**src/shared/sfp_pkg.sv**
```systemverilog
// Shared constants, types and decoders for the serial flash program/erase host
package sfp_pkg;

	// ----------------------------------------------------------------
	// Clocking
	// ----------------------------------------------------------------
	localparam int CLK_HZ          = 20_000_000;
	localparam int CLK_PERIOD_NS   = 50;
	localparam int SCK_HALF_CYCLES = 4;
	localparam int SCK_CNT_W       = 3;
	localparam logic [SCK_CNT_W-1:0] SCK_HALF_M1 = SCK_CNT_W'(SCK_HALF_CYCLES - 1);
	localparam logic [SCK_CNT_W-1:0] SCK_LAST    = SCK_CNT_W'(2 * SCK_HALF_CYCLES - 1);

	// ----------------------------------------------------------------
	// Frame timing
	// ----------------------------------------------------------------
	localparam int CS_HIGH_TIME_NS = 50;
	localparam int CS_HIGH_CYCLES  = (CS_HIGH_TIME_NS + CLK_PERIOD_NS - 1) / CLK_PERIOD_NS;
	localparam int GAP_CNT_W       = 4;
	localparam int PAGE_PROGRAM_TIME_MS = 5;
	localparam int SECTOR_ERASE_TIME_S  = 3;
	localparam int BULK_ERASE_TIME_S    = 480;
	localparam int DIE_ERASE_TIME_S     = 480;
	localparam int TIMER_W              = 40;
	localparam logic [TIMER_W-1:0] PAGE_PROGRAM_CYCLES =
		TIMER_W'(PAGE_PROGRAM_TIME_MS) * TIMER_W'(CLK_HZ / 1000);
	localparam logic [TIMER_W-1:0] SECTOR_ERASE_CYCLES =
		TIMER_W'(SECTOR_ERASE_TIME_S) * TIMER_W'(CLK_HZ);
	localparam logic [TIMER_W-1:0] BULK_ERASE_CYCLES =
		TIMER_W'(BULK_ERASE_TIME_S) * TIMER_W'(CLK_HZ);
	localparam logic [TIMER_W-1:0] DIE_ERASE_CYCLES =
		TIMER_W'(DIE_ERASE_TIME_S) * TIMER_W'(CLK_HZ);

	// ----------------------------------------------------------------
	// Frame layout
	// ----------------------------------------------------------------
	localparam int CMD_BITS   = 8;
	localparam int ADDR_BITS  = 32;
	localparam int BYTE_BITS  = 8;
	localparam int QUAD_STEP  = 4;
	localparam int LEN_W      = 8;
	localparam int BUF_DEPTH  = 2;

	// ----------------------------------------------------------------
	// Operation codes
	// ----------------------------------------------------------------
	localparam logic [7:0] OPC_WRITE_ENABLE    = 8'h06;
	localparam logic [7:0] OPC_ID_READ         = 8'h9F;
	localparam logic [7:0] OPC_PAGE_WRITE      = 8'h02;
	localparam logic [7:0] OPC_QUAD_PAGE_WRITE = 8'h12;
	localparam logic [7:0] OPC_BULK_ERASE      = 8'hC7;
	localparam logic [7:0] OPC_DIE_ERASE       = 8'hC4;
	localparam logic [7:0] OPC_SECTOR_ERASE    = 8'hD8;

	typedef enum logic [2:0] {
		OP_ID_READ,
		OP_PAGE_WRITE,
		OP_QUAD_PAGE_WRITE,
		OP_BULK_ERASE,
		OP_DIE_ERASE,
		OP_SECTOR_ERASE
	} sfp_op_t;

	typedef enum logic [3:0] {
		ST_IDLE, ST_SETUP, ST_CMD, ST_ADDR, ST_DATA, ST_ID, ST_HOLD, ST_GAP, ST_WAIT
	} sfp_state_t;

	function automatic logic [7:0] sfp_opcode(input sfp_op_t op);
		case (op)
			OP_ID_READ:         return OPC_ID_READ;
			OP_PAGE_WRITE:      return OPC_PAGE_WRITE;
			OP_QUAD_PAGE_WRITE: return OPC_QUAD_PAGE_WRITE;
			OP_BULK_ERASE:      return OPC_BULK_ERASE;
			OP_DIE_ERASE:       return OPC_DIE_ERASE;
			OP_SECTOR_ERASE:    return OPC_SECTOR_ERASE;
			default:            return OPC_ID_READ;
		endcase
	endfunction : sfp_opcode

	function automatic logic sfp_is_legal(input sfp_op_t op);
		return op <= OP_SECTOR_ERASE;
	endfunction : sfp_is_legal

	function automatic logic sfp_is_write(input sfp_op_t op);
		return (op == OP_PAGE_WRITE) || (op == OP_QUAD_PAGE_WRITE);
	endfunction : sfp_is_write

	function automatic logic sfp_has_addr(input sfp_op_t op);
		return sfp_is_write(op) || (op == OP_DIE_ERASE) || (op == OP_SECTOR_ERASE);
	endfunction : sfp_has_addr

	function automatic logic sfp_modifies(input sfp_op_t op);
		return sfp_is_legal(op) && (op != OP_ID_READ);
	endfunction : sfp_modifies

endpackage : sfp_pkg

```
**src/core/sfp_buf.sv**
```systemverilog
// Small valid/ready buffer that sits in the write data path
module sfp_buf
	import sfp_pkg::*;
#(
	parameter int WIDTH = BYTE_BITS,
	parameter int DEPTH = BUF_DEPTH
) (
	// Clock and reset
	input  wire logic             clk_in,
	input  wire logic             rstn_in,
	input  wire logic             ce_in,
	// Filling side
	input  wire logic             in_valid_in,
	output logic                  in_ready_out,
	input  wire logic [WIDTH-1:0] in_data_in,
	// Draining side
	output logic                  out_valid_out,
	input  wire logic             out_ready_in,
	output logic [WIDTH-1:0]      out_data_out
);

	localparam int AW = $clog2(DEPTH);

	logic [WIDTH-1:0] mem_reg [DEPTH];
	logic [AW:0]      wr_ptr_reg;
	logic [AW:0]      rd_ptr_reg;
	logic             push;
	logic             pop;

	assign in_ready_out  = !((wr_ptr_reg[AW] != rd_ptr_reg[AW])
		&& (wr_ptr_reg[AW-1:0] == rd_ptr_reg[AW-1:0]));
	assign out_valid_out = (wr_ptr_reg != rd_ptr_reg);
	assign out_data_out  = mem_reg[rd_ptr_reg[AW-1:0]];
	assign push          = ce_in && in_valid_in && in_ready_out;
	assign pop           = ce_in && out_valid_out && out_ready_in;

	always_ff @(posedge clk_in or negedge rstn_in) begin
		if (!rstn_in) begin
			wr_ptr_reg <= '0;
			rd_ptr_reg <= '0;
		end else begin
			if (push) begin
				wr_ptr_reg <= wr_ptr_reg + 1'b1;
			end
			if (pop) begin
				rd_ptr_reg <= rd_ptr_reg + 1'b1;
			end
		end
	end

	// Storage needs no reset: a slot is only read after it was written
	always_ff @(posedge clk_in) begin
		if (push) begin
			mem_reg[wr_ptr_reg[AW-1:0]] <= in_data_in;
		end
	end

endmodule : sfp_buf

```
**src/core/sfp_sclk_div.sv**
```systemverilog
// Shift clock divider with a load tick at the start of each low phase
module sfp_sclk_div
	import sfp_pkg::*;
(
	// Clock and reset
	input  wire logic clk_in,
	input  wire logic rstn_in,
	input  wire logic ce_in,
	// Control
	input  wire logic run_in,
	// Outputs
	output logic      sclk_out,
	output logic      at_zero_out,
	output logic      tick_out
);

	logic [SCK_CNT_W-1:0] cnt_reg;
	logic                 sclk_reg;

	assign sclk_out    = sclk_reg;
	assign at_zero_out = (cnt_reg == '0);
	assign tick_out    = ce_in && run_in && (cnt_reg == '0);

	// Stopping the clock parks it low at count zero, so a stall never cuts a pulse
	always_ff @(posedge clk_in or negedge rstn_in) begin
		if (!rstn_in) begin
			cnt_reg  <= '0;
			sclk_reg <= 1'b0;
		end else if (ce_in) begin
			if (!run_in) begin
				cnt_reg  <= '0;
				sclk_reg <= 1'b0;
			end else begin
				cnt_reg <= (cnt_reg == SCK_LAST) ? '0 : cnt_reg + 1'b1;
				if (cnt_reg == SCK_HALF_M1) begin
					sclk_reg <= 1'b1;
				end else if (cnt_reg == SCK_LAST) begin
					sclk_reg <= 1'b0;
				end
			end
		end
	end

endmodule : sfp_sclk_div

```
**src/core/sfp_host.sv**
```systemverilog
// Host controller that drives a serial flash through program, erase and id frames
module sfp_host
	import sfp_pkg::*;
#(
	parameter logic                MULTI_DIE          = 1'b1,
	parameter logic [TIMER_W-1:0]  PAGE_PROG_CYCLES   = PAGE_PROGRAM_CYCLES,
	parameter logic [TIMER_W-1:0]  SECTOR_ER_CYCLES   = SECTOR_ERASE_CYCLES,
	parameter logic [TIMER_W-1:0]  BULK_ER_CYCLES     = BULK_ERASE_CYCLES,
	parameter logic [TIMER_W-1:0]  DIE_ER_CYCLES      = DIE_ERASE_CYCLES
) (
	// Clock, reset and enable
	input  wire logic                  ref_clk_in,
	input  wire logic                  rstn_in,
	input  wire logic                  ce_in,
	// Command request
	input  wire logic                  cmd_valid_in,
	output logic                       cmd_ready_out,
	input  wire logic [2:0]            cmd_op_in,
	input  wire logic [ADDR_BITS-1:0]  cmd_addr_in,
	input  wire logic [LEN_W-1:0]      cmd_len_m1_in,
	// Page data stream
	input  wire logic                  wr_valid_in,
	output logic                       wr_ready_out,
	input  wire logic [BYTE_BITS-1:0]  wr_data_in,
	// Results and status
	output logic [BYTE_BITS-1:0]       id_data_out,
	output logic                       id_valid_out,
	output logic                       done_out,
	output logic                       busy_out,
	// Flash pins
	output logic                       select_low_out,
	output logic                       shift_clock_out,
	output logic                       serial_in_line_out,
	output logic                       serial_in_line_oe_out,
	input  wire logic                  serial_out_line_in,
	output logic                       serial_out_line_out,
	output logic                       serial_out_line_oe_out,
	output logic                       quad_line_2_out,
	output logic                       quad_line_2_oe_out,
	output logic                       quad_line_3_out,
	output logic                       quad_line_3_oe_out
);

	// ----------------------------------------------------------------
	// Declarations
	// ----------------------------------------------------------------
	sfp_state_t             state_reg;
	sfp_state_t             state_next;
	sfp_op_t                op_reg;
	sfp_op_t                req_op;
	logic                   wen_phase_reg;
	logic [ADDR_BITS-1:0]   addr_reg;
	logic [LEN_W:0]         bytes_left_reg;
	logic [GAP_CNT_W-1:0]   gap_cnt_reg;
	logic [TIMER_W-1:0]     timer_reg;
	logic                   select_low_reg;
	logic                   done_reg;
	logic [ADDR_BITS-1:0]   sh_reg;
	logic [ADDR_BITS-1:0]   sh_next;
	logic [5:0]             left_reg;
	logic [5:0]             left_next;
	logic                   quad_reg;
	logic                   quad_next;
	logic [3:0]             lines_reg;
	logic [BYTE_BITS-1:0]   id_sh_reg;
	logic [BYTE_BITS-1:0]   id_data_reg;
	logic                   id_valid_reg;
	logic                   sout_meta_reg;
	logic                   sout_sync_reg;
	logic                   pop;
	logic                   shifting;
	logic                   stall;
	logic                   run;
	logic                   at_zero;
	logic                   tick;
	logic                   buf_valid;
	logic [BYTE_BITS-1:0]   buf_data;
	logic                   frame_addr;
	logic                   frame_data;
	logic                   frame_id;
	logic [7:0]             frame_opcode;

	// Timed wait stands in for status polling; the worst case is always covered
	function automatic logic [TIMER_W-1:0] wait_cycles(input sfp_op_t op);
		case (op)
			OP_PAGE_WRITE, OP_QUAD_PAGE_WRITE: return PAGE_PROG_CYCLES;
			OP_SECTOR_ERASE:                   return SECTOR_ER_CYCLES;
			OP_DIE_ERASE:                      return DIE_ER_CYCLES;
			default:                           return BULK_ER_CYCLES;
		endcase
	endfunction : wait_cycles

	// ----------------------------------------------------------------
	// Submodules
	// ----------------------------------------------------------------
	sfp_buf #(
		.WIDTH (BYTE_BITS),
		.DEPTH (BUF_DEPTH)
	) u_buf (
		.clk_in        (ref_clk_in),
		.rstn_in       (rstn_in),
		.ce_in         (ce_in),
		.in_valid_in   (wr_valid_in),
		.in_ready_out  (wr_ready_out),
		.in_data_in    (wr_data_in),
		.out_valid_out (buf_valid),
		.out_ready_in  (tick && pop),
		.out_data_out  (buf_data)
	);

	sfp_sclk_div u_div (
		.clk_in      (ref_clk_in),
		.rstn_in     (rstn_in),
		.ce_in       (ce_in),
		.run_in      (run),
		.sclk_out    (shift_clock_out),
		.at_zero_out (at_zero),
		.tick_out    (tick)
	);

	// ----------------------------------------------------------------
	// Frame decode
	// ----------------------------------------------------------------
	// Die erase falls back to bulk erase on a single-die part
	assign req_op = (sfp_op_t'(cmd_op_in) == OP_DIE_ERASE && !MULTI_DIE)
		? OP_BULK_ERASE : sfp_op_t'(cmd_op_in);

	assign frame_opcode = wen_phase_reg ? OPC_WRITE_ENABLE : sfp_opcode(op_reg);
	assign frame_addr   = !wen_phase_reg && sfp_has_addr(op_reg);
	assign frame_data   = !wen_phase_reg && sfp_is_write(op_reg);
	assign frame_id     = !wen_phase_reg && (op_reg == OP_ID_READ);

	assign shifting = (state_reg == ST_SETUP) || (state_reg == ST_CMD)
		|| (state_reg == ST_ADDR) || (state_reg == ST_DATA) || (state_reg == ST_ID);
	// Select stays low while the clock is parked for data, so the frame never splits
	assign stall = at_zero && (left_reg == '0) && frame_data && (bytes_left_reg != '0)
		&& ((state_reg == ST_ADDR) || (state_reg == ST_DATA)) && !buf_valid;
	assign run = shifting && !stall;

	// ----------------------------------------------------------------
	// Segment sequencing
	// ----------------------------------------------------------------
	always_comb begin
		state_next = state_reg;
		sh_next    = sh_reg;
		left_next  = left_reg;
		quad_next  = quad_reg;
		pop        = 1'b0;
		if (left_reg == '0) begin
			unique case (state_reg)
				ST_SETUP: begin
					state_next = ST_CMD;
					sh_next    = {frame_opcode, 24'h000000};
					left_next  = 6'(CMD_BITS);
					quad_next  = 1'b0;
				end
				ST_CMD: begin
					if (frame_id) begin
						state_next = ST_ID;
						left_next  = 6'(BYTE_BITS);
					end else if (frame_addr) begin
						state_next = ST_ADDR;
						sh_next    = addr_reg;
						left_next  = 6'(ADDR_BITS);
						quad_next  = (op_reg == OP_QUAD_PAGE_WRITE);
					end else begin
						state_next = ST_HOLD;
					end
				end
				ST_ADDR, ST_DATA: begin
					if (frame_data && bytes_left_reg != '0) begin
						state_next = ST_DATA;
						sh_next    = {buf_data, 24'h000000};
						left_next  = 6'(BYTE_BITS);
						pop        = 1'b1;
					end else begin
						state_next = ST_HOLD;
					end
				end
				ST_ID: begin
					state_next = ST_HOLD;
				end
				ST_IDLE, ST_HOLD, ST_GAP, ST_WAIT: begin
				end
			endcase
		end
	end

	// ----------------------------------------------------------------
	// Shift register and line drive
	// ----------------------------------------------------------------
	// Bits change at the start of the low phase; the flash samples on the rise
	always_ff @(posedge ref_clk_in or negedge rstn_in) begin
		if (!rstn_in) begin
			sh_reg    <= '0;
			left_reg  <= '0;
			quad_reg  <= 1'b0;
			lines_reg <= 4'h0;
		end else if (tick) begin
			if (state_next == ST_HOLD) begin
				quad_reg  <= 1'b0;
				lines_reg <= 4'h0;
			end else if (quad_next) begin
				sh_reg    <= sh_next << QUAD_STEP;
				left_reg  <= left_next - 6'(QUAD_STEP);
				quad_reg  <= 1'b1;
				lines_reg <= sh_next[ADDR_BITS-1 -: QUAD_STEP];
			end else begin
				sh_reg    <= sh_next << 1;
				left_reg  <= left_next - 6'h01;
				quad_reg  <= 1'b0;
				lines_reg <= {3'h0, sh_next[ADDR_BITS-1]};
			end
		end
	end

	assign serial_in_line_out     = lines_reg[0];
	assign serial_out_line_out    = lines_reg[1];
	assign quad_line_2_out        = lines_reg[2];
	assign quad_line_3_out        = lines_reg[3];
	assign serial_in_line_oe_out  = !select_low_reg;
	assign serial_out_line_oe_out = quad_reg;
	assign quad_line_2_oe_out     = quad_reg;
	assign quad_line_3_oe_out     = quad_reg;

	// ----------------------------------------------------------------
	// Identification capture
	// ----------------------------------------------------------------
	always_ff @(posedge ref_clk_in or negedge rstn_in) begin
		if (!rstn_in) begin
			sout_meta_reg <= 1'b0;
			sout_sync_reg <= 1'b0;
		end else if (ce_in) begin
			sout_meta_reg <= serial_out_line_in;
			sout_sync_reg <= sout_meta_reg;
		end
	end

	// Sampled just before the next fall, after the flash has settled the bit
	always_ff @(posedge ref_clk_in or negedge rstn_in) begin
		if (!rstn_in) begin
			id_sh_reg    <= '0;
			id_data_reg  <= '0;
			id_valid_reg <= 1'b0;
		end else if (ce_in) begin
			id_valid_reg <= 1'b0;
			if (tick && state_reg == ST_ID) begin
				id_sh_reg <= {sout_sync_reg, id_sh_reg[BYTE_BITS-1:1]};
				if (state_next == ST_HOLD) begin
					id_data_reg  <= {sout_sync_reg, id_sh_reg[BYTE_BITS-1:1]};
					id_valid_reg <= 1'b1;
				end
			end
		end
	end

	assign id_data_out  = id_data_reg;
	assign id_valid_out = id_valid_reg;

	// ----------------------------------------------------------------
	// Operation sequencer
	// ----------------------------------------------------------------
	always_ff @(posedge ref_clk_in or negedge rstn_in) begin
		if (!rstn_in) begin
			state_reg      <= ST_IDLE;
			op_reg         <= OP_ID_READ;
			wen_phase_reg  <= 1'b0;
			addr_reg       <= '0;
			bytes_left_reg <= '0;
			gap_cnt_reg    <= '0;
			timer_reg      <= '0;
			select_low_reg <= 1'b1;
			done_reg       <= 1'b0;
		end else if (ce_in) begin
			done_reg <= 1'b0;
			unique case (state_reg)
				ST_IDLE: begin
					if (cmd_valid_in) begin
						op_reg         <= req_op;
						addr_reg       <= cmd_addr_in;
						bytes_left_reg <= {1'b0, cmd_len_m1_in} + 9'h001;
						wen_phase_reg  <= sfp_modifies(req_op);
						if (sfp_is_legal(req_op)) begin
							state_reg      <= ST_SETUP;
							select_low_reg <= 1'b0;
						end else begin
							done_reg <= 1'b1;
						end
					end
				end
				ST_SETUP, ST_CMD, ST_ADDR, ST_DATA, ST_ID: begin
					if (tick) begin
						state_reg <= state_next;
						if (pop) begin
							bytes_left_reg <= bytes_left_reg - 9'h001;
						end
					end
				end
				ST_HOLD: begin
					state_reg      <= ST_GAP;
					select_low_reg <= 1'b1;
					gap_cnt_reg    <= GAP_CNT_W'(CS_HIGH_CYCLES);
				end
				ST_GAP: begin
					if (gap_cnt_reg > GAP_CNT_W'(1)) begin
						gap_cnt_reg <= gap_cnt_reg - 1'b1;
					end else if (wen_phase_reg) begin
						wen_phase_reg  <= 1'b0;
						state_reg      <= ST_SETUP;
						select_low_reg <= 1'b0;
					end else if (sfp_modifies(op_reg)) begin
						state_reg <= ST_WAIT;
						timer_reg <= wait_cycles(op_reg);
					end else begin
						state_reg <= ST_IDLE;
						done_reg  <= 1'b1;
					end
				end
				ST_WAIT: begin
					// No new frame until the self-timed cycle is surely over
					if (timer_reg > TIMER_W'(1)) begin
						timer_reg <= timer_reg - 1'b1;
					end else begin
						state_reg <= ST_IDLE;
						done_reg  <= 1'b1;
					end
				end
			endcase
		end
	end

	assign select_low_out = select_low_reg;
	assign cmd_ready_out  = (state_reg == ST_IDLE);
	assign busy_out       = (state_reg != ST_IDLE);
	assign done_out       = done_reg;

endmodule : sfp_host

```
**config.mk**
```make
export PLATFORM = sky130hd
export DESIGN_NAME = sfp_host
export DESIGN_NICKNAME = d
export VERILOG_FILES = /design/src/shared/sfp_pkg.sv /design/src/core/sfp_buf.sv /design/src/core/sfp_sclk_div.sv /design/src/core/sfp_host.sv
export SDC_FILE = /design/constraint.sdc
export NUM_CORES = 1
export LEC_CHECK = 0
export ABC_AREA = 1
export ABC_CLOCK_PERIOD_IN_PS = 2450
export BUFFER_PORTS_ARGS = -buffer_cell sky130_fd_sc_hd__buf_2
export CORE_UTILIZATION = 31
export CTS_BUF_LIST = sky130_fd_sc_hd__clkbuf_16
export DETAILED_ROUTE_END_ITERATION = 6
export REMOVE_ABC_BUFFERS = 1
export SKIP_LAST_GASP = 1
export SYNTH_ARGS = -nofsm -noshare
export SYNTH_HDL_FRONTEND = slang
export SYNTH_SLANG_ARGS = --single-unit
export TNS_END_PERCENT = 100
```
**constraint.sdc**
```tcl
create_clock -name ref_clk_in -period 2.45 [get_ports ref_clk_in]
set_input_delay 0.3675 -clock ref_clk_in [delete_from_list [all_inputs] [get_ports ref_clk_in]]
set_output_delay 0.3675 -clock ref_clk_in [all_outputs]
set_load 0.005 [all_outputs]
```
==> summary by stage, run 1 <==
Synth
The post-synthesis async set-or-reset flop share is 0.911. Sorting the synthesized cells by area gives the leading types as sky130_fd_sc_hd__dfrtp_1, sky130_fd_sc_hd__nand2_1, sky130_fd_sc_hd__nor2_1. The share of synthesized area occupied by flip-flops and latches is 0.445. The predominant post-synthesis flop cell is sky130_fd_sc_hd__dfrtp_1.

The biggest area contributor in the post-synthesis netlist is sky130_fd_sc_hd__dfrtp_1. The average footprint of a synthesized cell is 7.41 um^2. For this run, the number of Yosys warnings is 0. After technology mapping, the gate count stands at 1,383. The number of enable flip-flop cells after synthesis is 16.

The synthesized netlist occupies a cell area of 10,200 um^2. Of the post-synthesis cell area, the dominant cell type holds 0.396. The synthesized design contains 179 register bits. The most used standard cell by instance count after synthesis is sky130_fd_sc_hd__nand2_1. The commonest cells after synthesis are sky130_fd_sc_hd__nand2_1, sky130_fd_sc_hd__nor2_1, sky130_fd_sc_hd__dfrtp_1. The number of different library cells used by synthesis comes to 49.

GRT
The number of global-route vias before repair came to 8,956. The first global-routing pass estimated 44,800 um of wire. The overflow left after global routing is 0.

The initial antenna violation count was 0. The pin count of the biggest net entering global routing is 65. The global-route usage over all layers is 0.167.

Worst hold path
The startpoint identified for the worst hold timing path is wr_data_in[2]. The tightest min-delay check is of the in2reg type. Counting instances, the worst hold path has a depth of 1. The endpoint with the worst hold slack is u_buf.mem_reg[0][2].

Critical path
The critical path goes through inv_1, buf_4, nand3_1, nand4_1, nand2_1, o211ai_1, nand2_2, inv_2, nor2_4, buf_12, nand2_1, nand3_1. The worst setup path is launched from a flip-flop. The setup check on the worst reg-to-reg path leaves a slack of 180 ps. STA puts the critical path data required time at 2790 ps. In this run the worst path has a maximum fanout of 14. The setup path with the least slack is of type reg2reg. For this design, the slowest cell found on the critical path is sky130_fd_sc_hd__dfrtp_1. The endpoint class of the critical path is a flip-flop. The critical path arrival is 2610 ps. The worst reg-to-reg path cell count is 12. The delay of the slowest cell on the worst path is 430 ps. In this run the worst setup path begins at op_reg[2]. The endpoint identified for the worst register-to-register timing path is sh_reg[20]. The critical register-to-register path startpoint is op_reg[2].

Clock tree
The clock reaches the later pin of the worst-skew pair after 450 ps. The maximum root-to-sink buffer count is 2. TritonCTS built the clock tree.

The cell chosen for the clock root is sky130_fd_sc_hd__clkbuf_16. After clock tree synthesis, the clock-pin slew on the worst setup and hold paths is 80 ps. The number of sinks handled by clock tree synthesis is 179. The depth of the CTS H-tree is 4.

In this run, CTS created clock tree buffers numbering 17.

Power
The total power divided by cell area is 870 nW/um^2. The clock power share is 0.273. For this design the total switching power over the nets is 4.19 mW. Of the total power, the share spent switching nets is 0.399. The combinational cell fraction of total power is 0.347. The worst-case IR drop observed on VDD is 0.558 mV.

For this design the static power due to leakage is 5.99 nW. The sequential power share is 0.380. The internal power of the cells is 6.30 mW.

Placement
Once placement finished, the instance area stood at 11,300 um^2. The HPWL reported at the end of detailed placement is 19,700 um. The count of buffers added on input and output ports is 79. The instance count after placement with tap cells included is 1,904.

At the end of routability-driven placement, the weighted congestion stood at 0.875.

STA
Setup repair after global routing could not meet its margin everywhere. The worst slew margin relative to its limit is 0.569. The count of final hold-check violations was 0. The final period demand of the worst path is 2270 ps. The final worst-path cycle share is 0.927. The slew at the pin closest to its max-slew limit is 646 ps. On the final layout, the worst clock skew is 14.8 ps. The number of setup violations in the final report is 0. The maximum clock rate is 440 MHz. The number of slew-limit violations in the final report is 0. On the final layout, the worst hold slack is 110 ps.

Floorplan
During I/O placement, the number of pins put on the boundary was 80. The vertical die dimension is 184 um. The width of the chip is 184 um. The initial cell density of the core is 0.315. The die covers 33,800 um^2. The floorplan has 66 rows. In this run the standard cell core region covers 32,500 um^2.

Routing
The number of DRC markers in iteration 0 is 571. In the routed design, unresolved DRC markers number 0. The final layout contains routed wiring with a total length of 27,100 um. Across all layers, the routed design uses 9,249 vias. The average vias per placed instance is 4.76. The routed length per placed instance is 14.0 um.

The count of nets left with antenna violations once routing finished came out at 0. Before antenna repair, the detailed router went through 5 iterations.

Cells and area
The area growth from synthesis to layout is 17.7%. The repair_antennas step left the layout with diodes totalling 0. The register with the most flip-flops in the layout has 40 of them. The final instance count without filler cells is 1,942. After routing the design area is 12,100 um^2. The net count of the finished layout is 1,557.

The proportion of layout cells with a drive suffix above 1 is 0.145.

Run
The total of max-cap violations is 0.

Run status
The run finished with clean final reports.
-- metrics by stage --
step | TNS, ps | util | setup slack [ps] | power, mW
3_5_place_dp | 0 | 0.348 | 56.1 | 7.54
5_1_grt | -27.8 | 0.371 | -16.0 | 11.2
6_report | 0 | 0.371 | 179 | 10.5
3_3_place_gp | 0 | 0.348 | 109 | 7.47
2_1_floorplan | -22030 | - | -385 | 6.30
4_1_cts | 0 | 0.367 | 32.0 | 10.4
-- cells in the final DEF (no fill, tap or decap), types with 16 or more instances in the layout --
master / instances
sky130_fd_sc_hd__nor3_1: 18
sky130_fd_sc_hd__nand3_1: 89
sky130_fd_sc_hd__xor2_1: 20
sky130_fd_sc_hd__edfxtp_1: 16
sky130_fd_sc_hd__buf_2: 78
sky130_fd_sc_hd__nor2_1: 184
sky130_fd_sc_hd__clkbuf_16: 17
sky130_fd_sc_hd__a21oi_1: 69
sky130_fd_sc_hd__nand2_1: 349
sky130_fd_sc_hd__o21ai_0: 115
sky130_fd_sc_hd__inv_1: 161
sky130_fd_sc_hd__nand4_1: 17
sky130_fd_sc_hd__dfrtp_1: 161
sky130_fd_sc_hd__buf_4: 44
-- power by group through the flow --
stage,clock network [mW],logic (mW),registers (mW)
2_1_floorplan,0,2.35,3.94
3_5_place_dp,0,3.51,4.03
3_3_place_gp,0,3.45,4.02
4_1_cts,2.94,3.52,3.98
5_1_grt,3.04,4.12,4.07
6_report,2.87,3.64,3.99
-- how the worst max path moves through the flow --
stage,end,slack [ps],depth (start not counted)
6_report,sh_reg[20],180,12
5_1_grt,sh_reg[7],-20,11
4_1_cts,sh_reg[18],30,11
3_5_place_dp,sh_reg[18],60,11
3_3_place_gp,sh_reg[26],110,13
2_1_floorplan,addr_reg[24],-380,5
-- worst max-delay path: cells and delay by family (launching register included) --
family / cells / cell delay, ps
compound gates: 1 / 140
flops: 1 / 430
buf+inv: 4 / 740
simple gates: 7 / 830
-- cells by family after synthesis --
kind of cell | share of synthesized area
buffers and inverters | 0.0881
muxes | 0.0105
and+or+nand+nor | 0.287
xor gates and xnor gates | 0.0239
DFF | 0.445
adders and majority gates | 0.0159
AOI/OAI and AO/OA | 0.129
-- what timing repair did --
item                                    4_1_cts  5_1_grt
resized for setup                             0       17
hold buffers                                  1        0
endpoints found under the setup margin        0       64
buffers inserted                              0        3
hold endpoints to repair                     44        0
-- area by class of cell --
class | count | area (um^2)
fillers | 3545 | 20500
multi-input cells | 990 | 4860
flip-flops and latches | 179 | 4560
repair buffers | 129 | 833
inverters | 170 | 641
well taps | 442 | 553
clock buffers | 17 | 425
clock inverters | 15 | 189
-- layer usage --
metal,up-vias,part of all wire,track usage
met5,-,0,0
met4,0,0.012,0.0493
met3,26,0.039,0.0252
met2,176,0.47,0.274
met1,4391,0.47,0.226
li1,4656,-,-
Power figures use the tool's default switching activity.
==> run 2: changes to the inputs <==
Settings changed: CORE_UTILIZATION 31 to 40.
==> run 2 against run 1 <==
  * Wire length fell by 0.93%
  * Clock power fell by 5%
  * Largest power group unchanged
  * Sequential share of layout area increased by 0.19 points
  * Clock-buffer cell count stayed put
  * Critical path depth stayed put
  * Non-clock buffer count up 5
  * Maximum frequency grew 1.1%
  * Worst hold slack better by 1.9 ps
==> summary by stage, run 2 (synthesized netlist as in run 1, its figures left out) <==
Run status
The flow ran to the end, and the final reports show no timing, DRC or antenna violations.

Cells and area
The proportion of layout cells with a drive suffix above 1 is 0.148 (+0.00274). The flip-flop count of the largest register after layout came to 40 (unchanged). Relative to the synthesized area, the layout overhead comes to 17.2%.

The antenna cell count is 0 (unchanged). The most frequent standard cell in the layout excluding fill and tap cells is sky130_fd_sc_hd__nand2_1. In the layout the commonest cells are sky130_fd_sc_hd__nand2_1, sky130_fd_sc_hd__nor2_1, sky130_fd_sc_hd__dfrtp_1. The utilization of the core after routing came to 0.477 (+0.106). The post-route cell area is 12,000 um^2 (-0.49%). The final instance count without filler cells was 1,836 (-5.5%). The final net count is 1,563 (+0.39%).

Routing
The detailed-route via count is 9,323 (+0.80%). The number of iterations in the first detailed-routing pass is 5 (unchanged). The routed length per placed instance is 14.6 um (+4.8%). The number of remaining DRC errors came to 0 (unchanged). The average vias per placed instance was 5.08 (+6.6%).

The number of DRC markers in iteration 0 is 595 (+4.2%). The count of nets left with antenna violations after detail routing came to 0 (unchanged). The total length of routed wires came to 26,900 um (-0.93%).

Clock tree
The CTS tree is done. The number of sinks handled by clock tree synthesis is 179 (unchanged). The clock latency reported for the late side of the worst-skew pair was 450 ps (about the same). The CTS buffer count was 17 (unchanged). The depth of the CTS H-tree is 4 (unchanged).

The maximum root-to-sink buffer count is 2 (unchanged). The cell chosen for the clock root is sky130_fd_sc_hd__clkbuf_16. The clock-pin slew of the registers on the worst-case setup and hold paths is 80 ps (about the same).

Critical path
The setup path with the least slack is of type reg2reg. Walking the worst path, the cells encountered are inv_1, ha_1, nand2_1, nor2_4, inv_1, nor2_1, nand4_1, inv_1, nand2_1, o21ai_0, inv_1, o21a_1. The worst setup path is captured at a flip-flop. The required time at the worst-slack endpoint is 2780 ps (about the same). The cell family contributing the most delay on the critical path is simple AND/OR/NAND/NOR gates.

The delay of the slowest cell on the worst path was 380 ps (-50 ps). The sort of element at the start of the critical path is a flip-flop. The master of the slowest instance on the critical path is sky130_fd_sc_hd__dfrtp_1. The number of buffer and inverter stages on the critical path came to 4 (unchanged).

Among the stages of the critical path, the cell type that occurs most often is sky130_fd_sc_hd__inv_1. The critical path arrival is 2580 ps (-30 ps). The highest net fanout along the worst path is 6 (-8).

Placement
The routability congestion estimate is 0.934 (+6.8%). The number of port buffers is 79 (unchanged). The worst slack after detailed placement is -19.3 ps (-75.4 ps). The HPWL reported at the end of detailed placement is 19,200 um (-2.4%). The area of placed instances is 11,200 um^2 (-0.93%). The instance count after placement with tap cells included was 1,795 (-5.7%).

STA
The worst clock skew is 18.7 ps (+3.83 ps). The setup total negative slack is 0 ps (unchanged). The worst slew margin relative to its limit is 0.576 (+0.00697).

The number of slew-limit violations in the final report was 0 (unchanged). The final worst-path cycle share is 0.917 (-0.00990). The worst setup margin came to 203 ps (+24.3 ps). The final period demand of the worst path is 2250 ps (-24.3 ps).

The number of setup violations in the final report is 0 (unchanged). The slew at the pin closest to its max-slew limit was 636 ps (-10.5 ps). The maximum clock rate is 445 MHz (+1.1%). Setup repair after global routing could not meet its margin everywhere. The count of final hold-check violations is 0 (unchanged).

GRT
The pin count of the biggest net entering global routing is 65 (unchanged). The number of global-route vias before repair is 8,902 (-0.60%). The initial antenna violation count was 0 (unchanged). The global-route wire length before repair is 44,600 um (-0.49%). The global-route usage over all layers is 0.213 (+0.0466).

The overflow left after global routing is 0 (unchanged).

Run
The total of max-cap violations is 0 (unchanged).

Floorplan
The number of core rows was 58 (-12%). The area enclosed by the die boundary is 26,300 um^2 (-22%). The placeable core region is 25,200 um^2 (-23%). The initial cell density of the core is 0.407 (+0.0920). The width of the chip is 162 um (-12%). The vertical die dimension was 162 um (-12%). The I/O pin total came to 80 (unchanged).

Power
The leakage power is 6.01 nW (+0.33%). The maximum vdd drop is 0.466 mV (-17%). The total power divided by cell area is 871 nW/um^2 (about the same).

Worst hold path
The min-delay analysis places its worst path in the category in2reg.
[run 2: cell count changes in the layout (fill, tap and decap cells not counted), sizes merged]
cell and change:
bufinv -1, nor2 +1, buf +5, inv +1
[run 2: final timing paths]
kind / from / end / slack, ps / cells past startpoint
max in group asynchronous: rstn_in / timer_reg[34] / 1350 / 3
worst max register to register: timer_reg[0] / timer_reg[22] / 200 / 12
worst min-delay path: wr_data_in[4] / u_buf.mem_reg[1][4] / 110 / 1
min in group asynchronous: rstn_in / gap_cnt_reg[0] / 440 / 2
worst max-delay path: timer_reg[0] / timer_reg[22] / 200 / 12
worst min register to register: id_data_out[2] / id_data_out[2] / 470 / 2
[run 2: routing by layer]
layer / vias up / global-route usage / wire [um]
met2: 215 / 0.350 / 12800
met4: 0 / 0.0592 / 464
met1: 4388 / 0.285 / 12300
li1: 4685 / - / -
met3: 35 / 0.0426 / 1340
met5: - / 0 / 0
[run 2: final cells by class]
type                       count  area, um^2
clock buffer                  17         425
clock inverter                15         170
fill                        2512       13200
inverter                     170         648
multi-input combinational    991        4870
sequential                   179        4560
tap                          330         413
timing repair buffer         134         916
[run 2: report_power, final]
| part | internal [mW] | switching, mW | total (mW) | leakage [nW] |
|---|---|---|---|---|
| Combinational | 1.26 | 2.46 | 3.73 | 3.58 |
| Clock | 1.37 | 1.36 | 2.73 | 0.289 |
| Sequential | 3.61 | 0.383 | 3.99 | 2.14 |
| Total | 6.24 | 4.21 | 10.5 | 6.01 |
[run 2: worst register-to-register path, delay by kind of cell, from the launching register on]
family / cells / cell delay, ps
AND/OR/NAND/NOR: 5 / 830
flip-flops: 1 / 380
buffers and inverters: 4 / 360
AO/OA/AOI/OAI: 2 / 310
adder cells (fa/ha/maj): 1 / 280
[run 2: through the flow]
stage / hold slack [ps] / total power [mW]
floorplan: 71.9 / 6.30
global placement: 323 / 7.54
detailed placement: 318 / 7.58
CTS: 95.7 / 10.4
global route: 89.6 / 11.2
finish: 112 / 10.5
[run 2: what timing repair did]
action,in CTS,in global routing
hold buffers,1,0
endpoints found under the hold margin,35,0
resized for setup,0,27
setup buffers,0,5
gates cloned,1,2
endpoints found under the setup margin,13,79
pin swaps,1,5
==> run 3: changes to the inputs <==
Settings changed: CELL_PAD_IN_SITES_DETAIL_PLACEMENT set to 1, CELL_PAD_IN_SITES_GLOBAL_PLACEMENT set to 1, PLACE_DENSITY set to 0.77.
==> run 3 against run 2 <==
  * Via count is 2.6% higher
  * Register-to-register slack worse by 90 ps
  * Wire length increased by 14%
  * Design area grew 0.54%
  * Core utilization increased by 0.26 points
  * Sequential share of layout area down 0.17 points
  * Clock power grew 5%
  * Largest cell class unchanged
  * Highest routed layer unchanged
==> summary by stage, run 3 (synthesized netlist as in run 1, its figures left out) <==
Run status
The flow ran to the end, and the final reports show no timing, DRC or antenna violations.

Clock tree
The CTS buffer count is 17 (unchanged). The clock-pin slew of the registers on the worst-case setup and hold paths is 70 ps (about the same). The depth of the CTS H-tree is 4 (unchanged).

The number of sinks handled by clock tree synthesis came to 179 (unchanged). TritonCTS built the clock tree. The clock latency reported for the late side of the worst-skew pair is 440 ps (about the same).

The cell chosen for the clock root is sky130_fd_sc_hd__clkbuf_16. The maximum root-to-sink buffer count was 2 (unchanged).

Critical path
The worst reg-to-reg setup slack is 110 ps (-90 ps). The worst reg-to-reg path cell count came to 14 (+2). The critical path in this run is classified as reg2reg. In this run the critical register-to-register path is captured at timer_reg[35]. The endpoint class of the critical path is a flip-flop. The critical path arrival came to 2710 ps (+130 ps). The startpoint identified for the worst register-to-register timing path is state_reg[1].

The highest net fanout along the worst path is 19 (+13). The sort of element at the start of the critical path is a flip-flop. The required time at the worst-slack endpoint is 2820 ps (+40 ps).

GRT
The number of global-route vias before repair is 9,971 (+12%). The global-route usage over all layers is 0.242 (+0.0285). The initial antenna violation count is 0 (unchanged).

The pin count of the biggest net entering global routing is 65 (unchanged). The global-route wire length before repair was 50,500 um (+13%). The overflow left after global routing came to 0 (unchanged).

Cells and area
Leaving out fill and tap cells, the most frequent cell in the layout is sky130_fd_sc_hd__nand2_1. The top cell types in the final layout, fill and taps aside, are sky130_fd_sc_hd__nand2_1, sky130_fd_sc_hd__nor2_1, sky130_fd_sc_hd__inv_1, sky130_fd_sc_hd__dfrtp_1, sky130_fd_sc_hd__o21ai_0. The flip-flop count of the largest register after layout came to 40 (unchanged). The final instance count without filler cells is 1,841 (+0.27%). The final net count is 1,568 (+0.32%). From synthesis to final layout, the design area changed by 17.8%. The utilization of the core after routing is 0.479 (+0.00258).

The count of fill cells added during filler insertion is 3,193 (+27%). The antenna cell count is 0 (unchanged). The proportion of layout cells with a drive suffix above 1 is 0.160 (+0.0121).

Run
The total of max-cap violations is 0 (unchanged).

Floorplan
The vertical die dimension is 162 um (unchanged). The initial cell density of the core is 0.407 (unchanged). The width of the chip was 162 um (unchanged). The number of core rows is 58 (unchanged). The placeable core region came to 25,200 um^2 (unchanged). The area enclosed by the die boundary is 26,300 um^2 (unchanged).

The I/O pin total was 80 (unchanged).

Routing
The detailed-route via count is 9,564 (+2.6%). The number of DRC markers in iteration 0 is 427 (-28%). The number of remaining DRC errors is 0 (unchanged). The total length of routed wires is 30,500 um (+14%). The number of iterations in the first detailed-routing pass is 4 (-1). The routed length per placed instance is 16.6 um (+13%). The average vias per placed instance is 5.20 (+2.3%).

The count of nets left with antenna violations after detail routing is 0 (unchanged).

STA
The final period demand of the worst path is 2340 ps (+92.5 ps). The final worst hold slack came to 119 ps (+6.34 ps). The worst slew margin relative to its limit was 0.532 (-0.0441). The setup total negative slack is 0 ps (unchanged). The worst setup margin is 111 ps (-92.5 ps). The number of setup violations in the final report is 0 (unchanged). The maximum clock rate is 427 MHz (-4.0%).

The number of slew-limit violations in the final report is 0 (unchanged). The slew at the pin closest to its max-slew limit is 699 ps (+63.6 ps). The final worst-path cycle share is 0.955 (+0.0377).

Setup repair after global routing could not meet its margin everywhere. The worst clock skew is 18.0 ps (-0.616 ps). The count of final hold-check violations is 0 (unchanged).

Power
The leakage power is 6.06 nW (+0.73%). The total power divided by cell area is 890 nW/um^2 (+2.2%). The maximum vdd drop is 0.406 mV (-13%).

Worst hold path
The endpoint with the worst hold slack is u_buf.mem_reg[1][6]. The launch instance of the worst min-delay path is wr_data_in[6]. The type of the tightest min-delay check is in2reg. The number of cells on the worst hold path was 1 (unchanged).

Placement
The HPWL reported at the end of detailed placement was 22,000 um (+14%). The number of port buffers is 79 (unchanged). The worst slack after detailed placement is -62.4 ps (-43.1 ps). The routability congestion estimate is 0.873 (-6.6%). The instance count after placement with tap cells included came to 1,791 (-0.22%).
==> run 3: changes by cell type in the layout (fill, tap and decap cells not counted), sizes merged <==
| cell | change |
|---|---|
| buf | +6 |
| nor2 | -2 |
| inv | -1 |
| nand2 | +1 |
| clkinv | -2 |
| bufinv | +2 |
| clkinvlp | +1 |
==> run 3: layout make-up <==
class | instances | area [um^2] | share of cell area
clock inverters | 15 | 174 | 0.0144
multi-input cells | 990 | 4890 | 0.405
well taps | 330 | 413 | 0.0342
repair buffers | 140 | 950 | 0.0787
flip-flops and latches | 179 | 4570 | 0.378
clock buffers | 17 | 425 | 0.0353
inverters | 170 | 648 | 0.0537
==> run 3: worst max-delay path by stage <==
stage                      start  cells after the start             to
4_1_cts        bytes_left_reg[1]                     16     sh_reg[22]
6_report            state_reg[1]                     14  timer_reg[35]
2_1_floorplan       state_reg[3]                      5   addr_reg[24]
5_1_grt             timer_reg[0]                     10  timer_reg[37]
3_3_place_gp        timer_reg[0]                     10  timer_reg[30]
3_5_place_dp        timer_reg[0]                     10  timer_reg[30]
==> run 3: metrics by stage <==
| stage | total power, mW | area, um^2 |
|---|---|---|
| detailed placement | 7.64 | 11200 |
| floorplan | 6.30 | 9980 |
| global route | 11.4 | 12100 |
| global placement | 7.49 | 11200 |
| finish | 10.7 | 12100 |
| CTS | 10.6 | 11800 |
==> run 3: where the power goes <==
group          internal (mW)  switching (mW)
logic                   1.29            2.56
clock network           1.54            1.34
registers               3.61           0.405
total                   6.44            4.30
==> run 3: critical path, stage by stage (launching register included) <==
cell and delay, ps:
sky130_fd_sc_hd__dfrtp_1 490, sky130_fd_sc_hd__nand2_1 110, sky130_fd_sc_hd__inv_1 70, sky130_fd_sc_hd__nand2_2 130, sky130_fd_sc_hd__inv_2 100, sky130_fd_sc_hd__nand2_1 90, sky130_fd_sc_hd__nand2_1 110, sky130_fd_sc_hd__nor3_4 250
sky130_fd_sc_hd__nand2_4 160, sky130_fd_sc_hd__buf_12 190, sky130_fd_sc_hd__nor2_1 180, sky130_fd_sc_hd__nand3_1 140, sky130_fd_sc_hd__nand2_1 80, sky130_fd_sc_hd__nand2_1 50, sky130_fd_sc_hd__nor2_1 90
==> run 3: layer usage <==
metal | wire [um] | GRT usage | share of wire | vias up
li1 | - | - | - | 4680
met1 | 13800 | 0.310 | 0.45 | 4704
met2 | 15300 | 0.421 | 0.50 | 138
met3 | 818 | 0.0335 | 0.027 | 42
met4 | 639 | 0.0729 | 0.021 | 0
met5 | 0 | 0 | 0 | -
==> run 3: what timing repair did <==
action | 4_1_cts | 5_1_grt
gates cloned | 1 | 1
setup endpoints to repair | 3 | 80
endpoints found under the hold margin | 32 | 0
hold buffers | 1 | 0
pin swaps | 1 | 8
gates resized for setup | 1 | 39
buffers inserted | 0 | 15
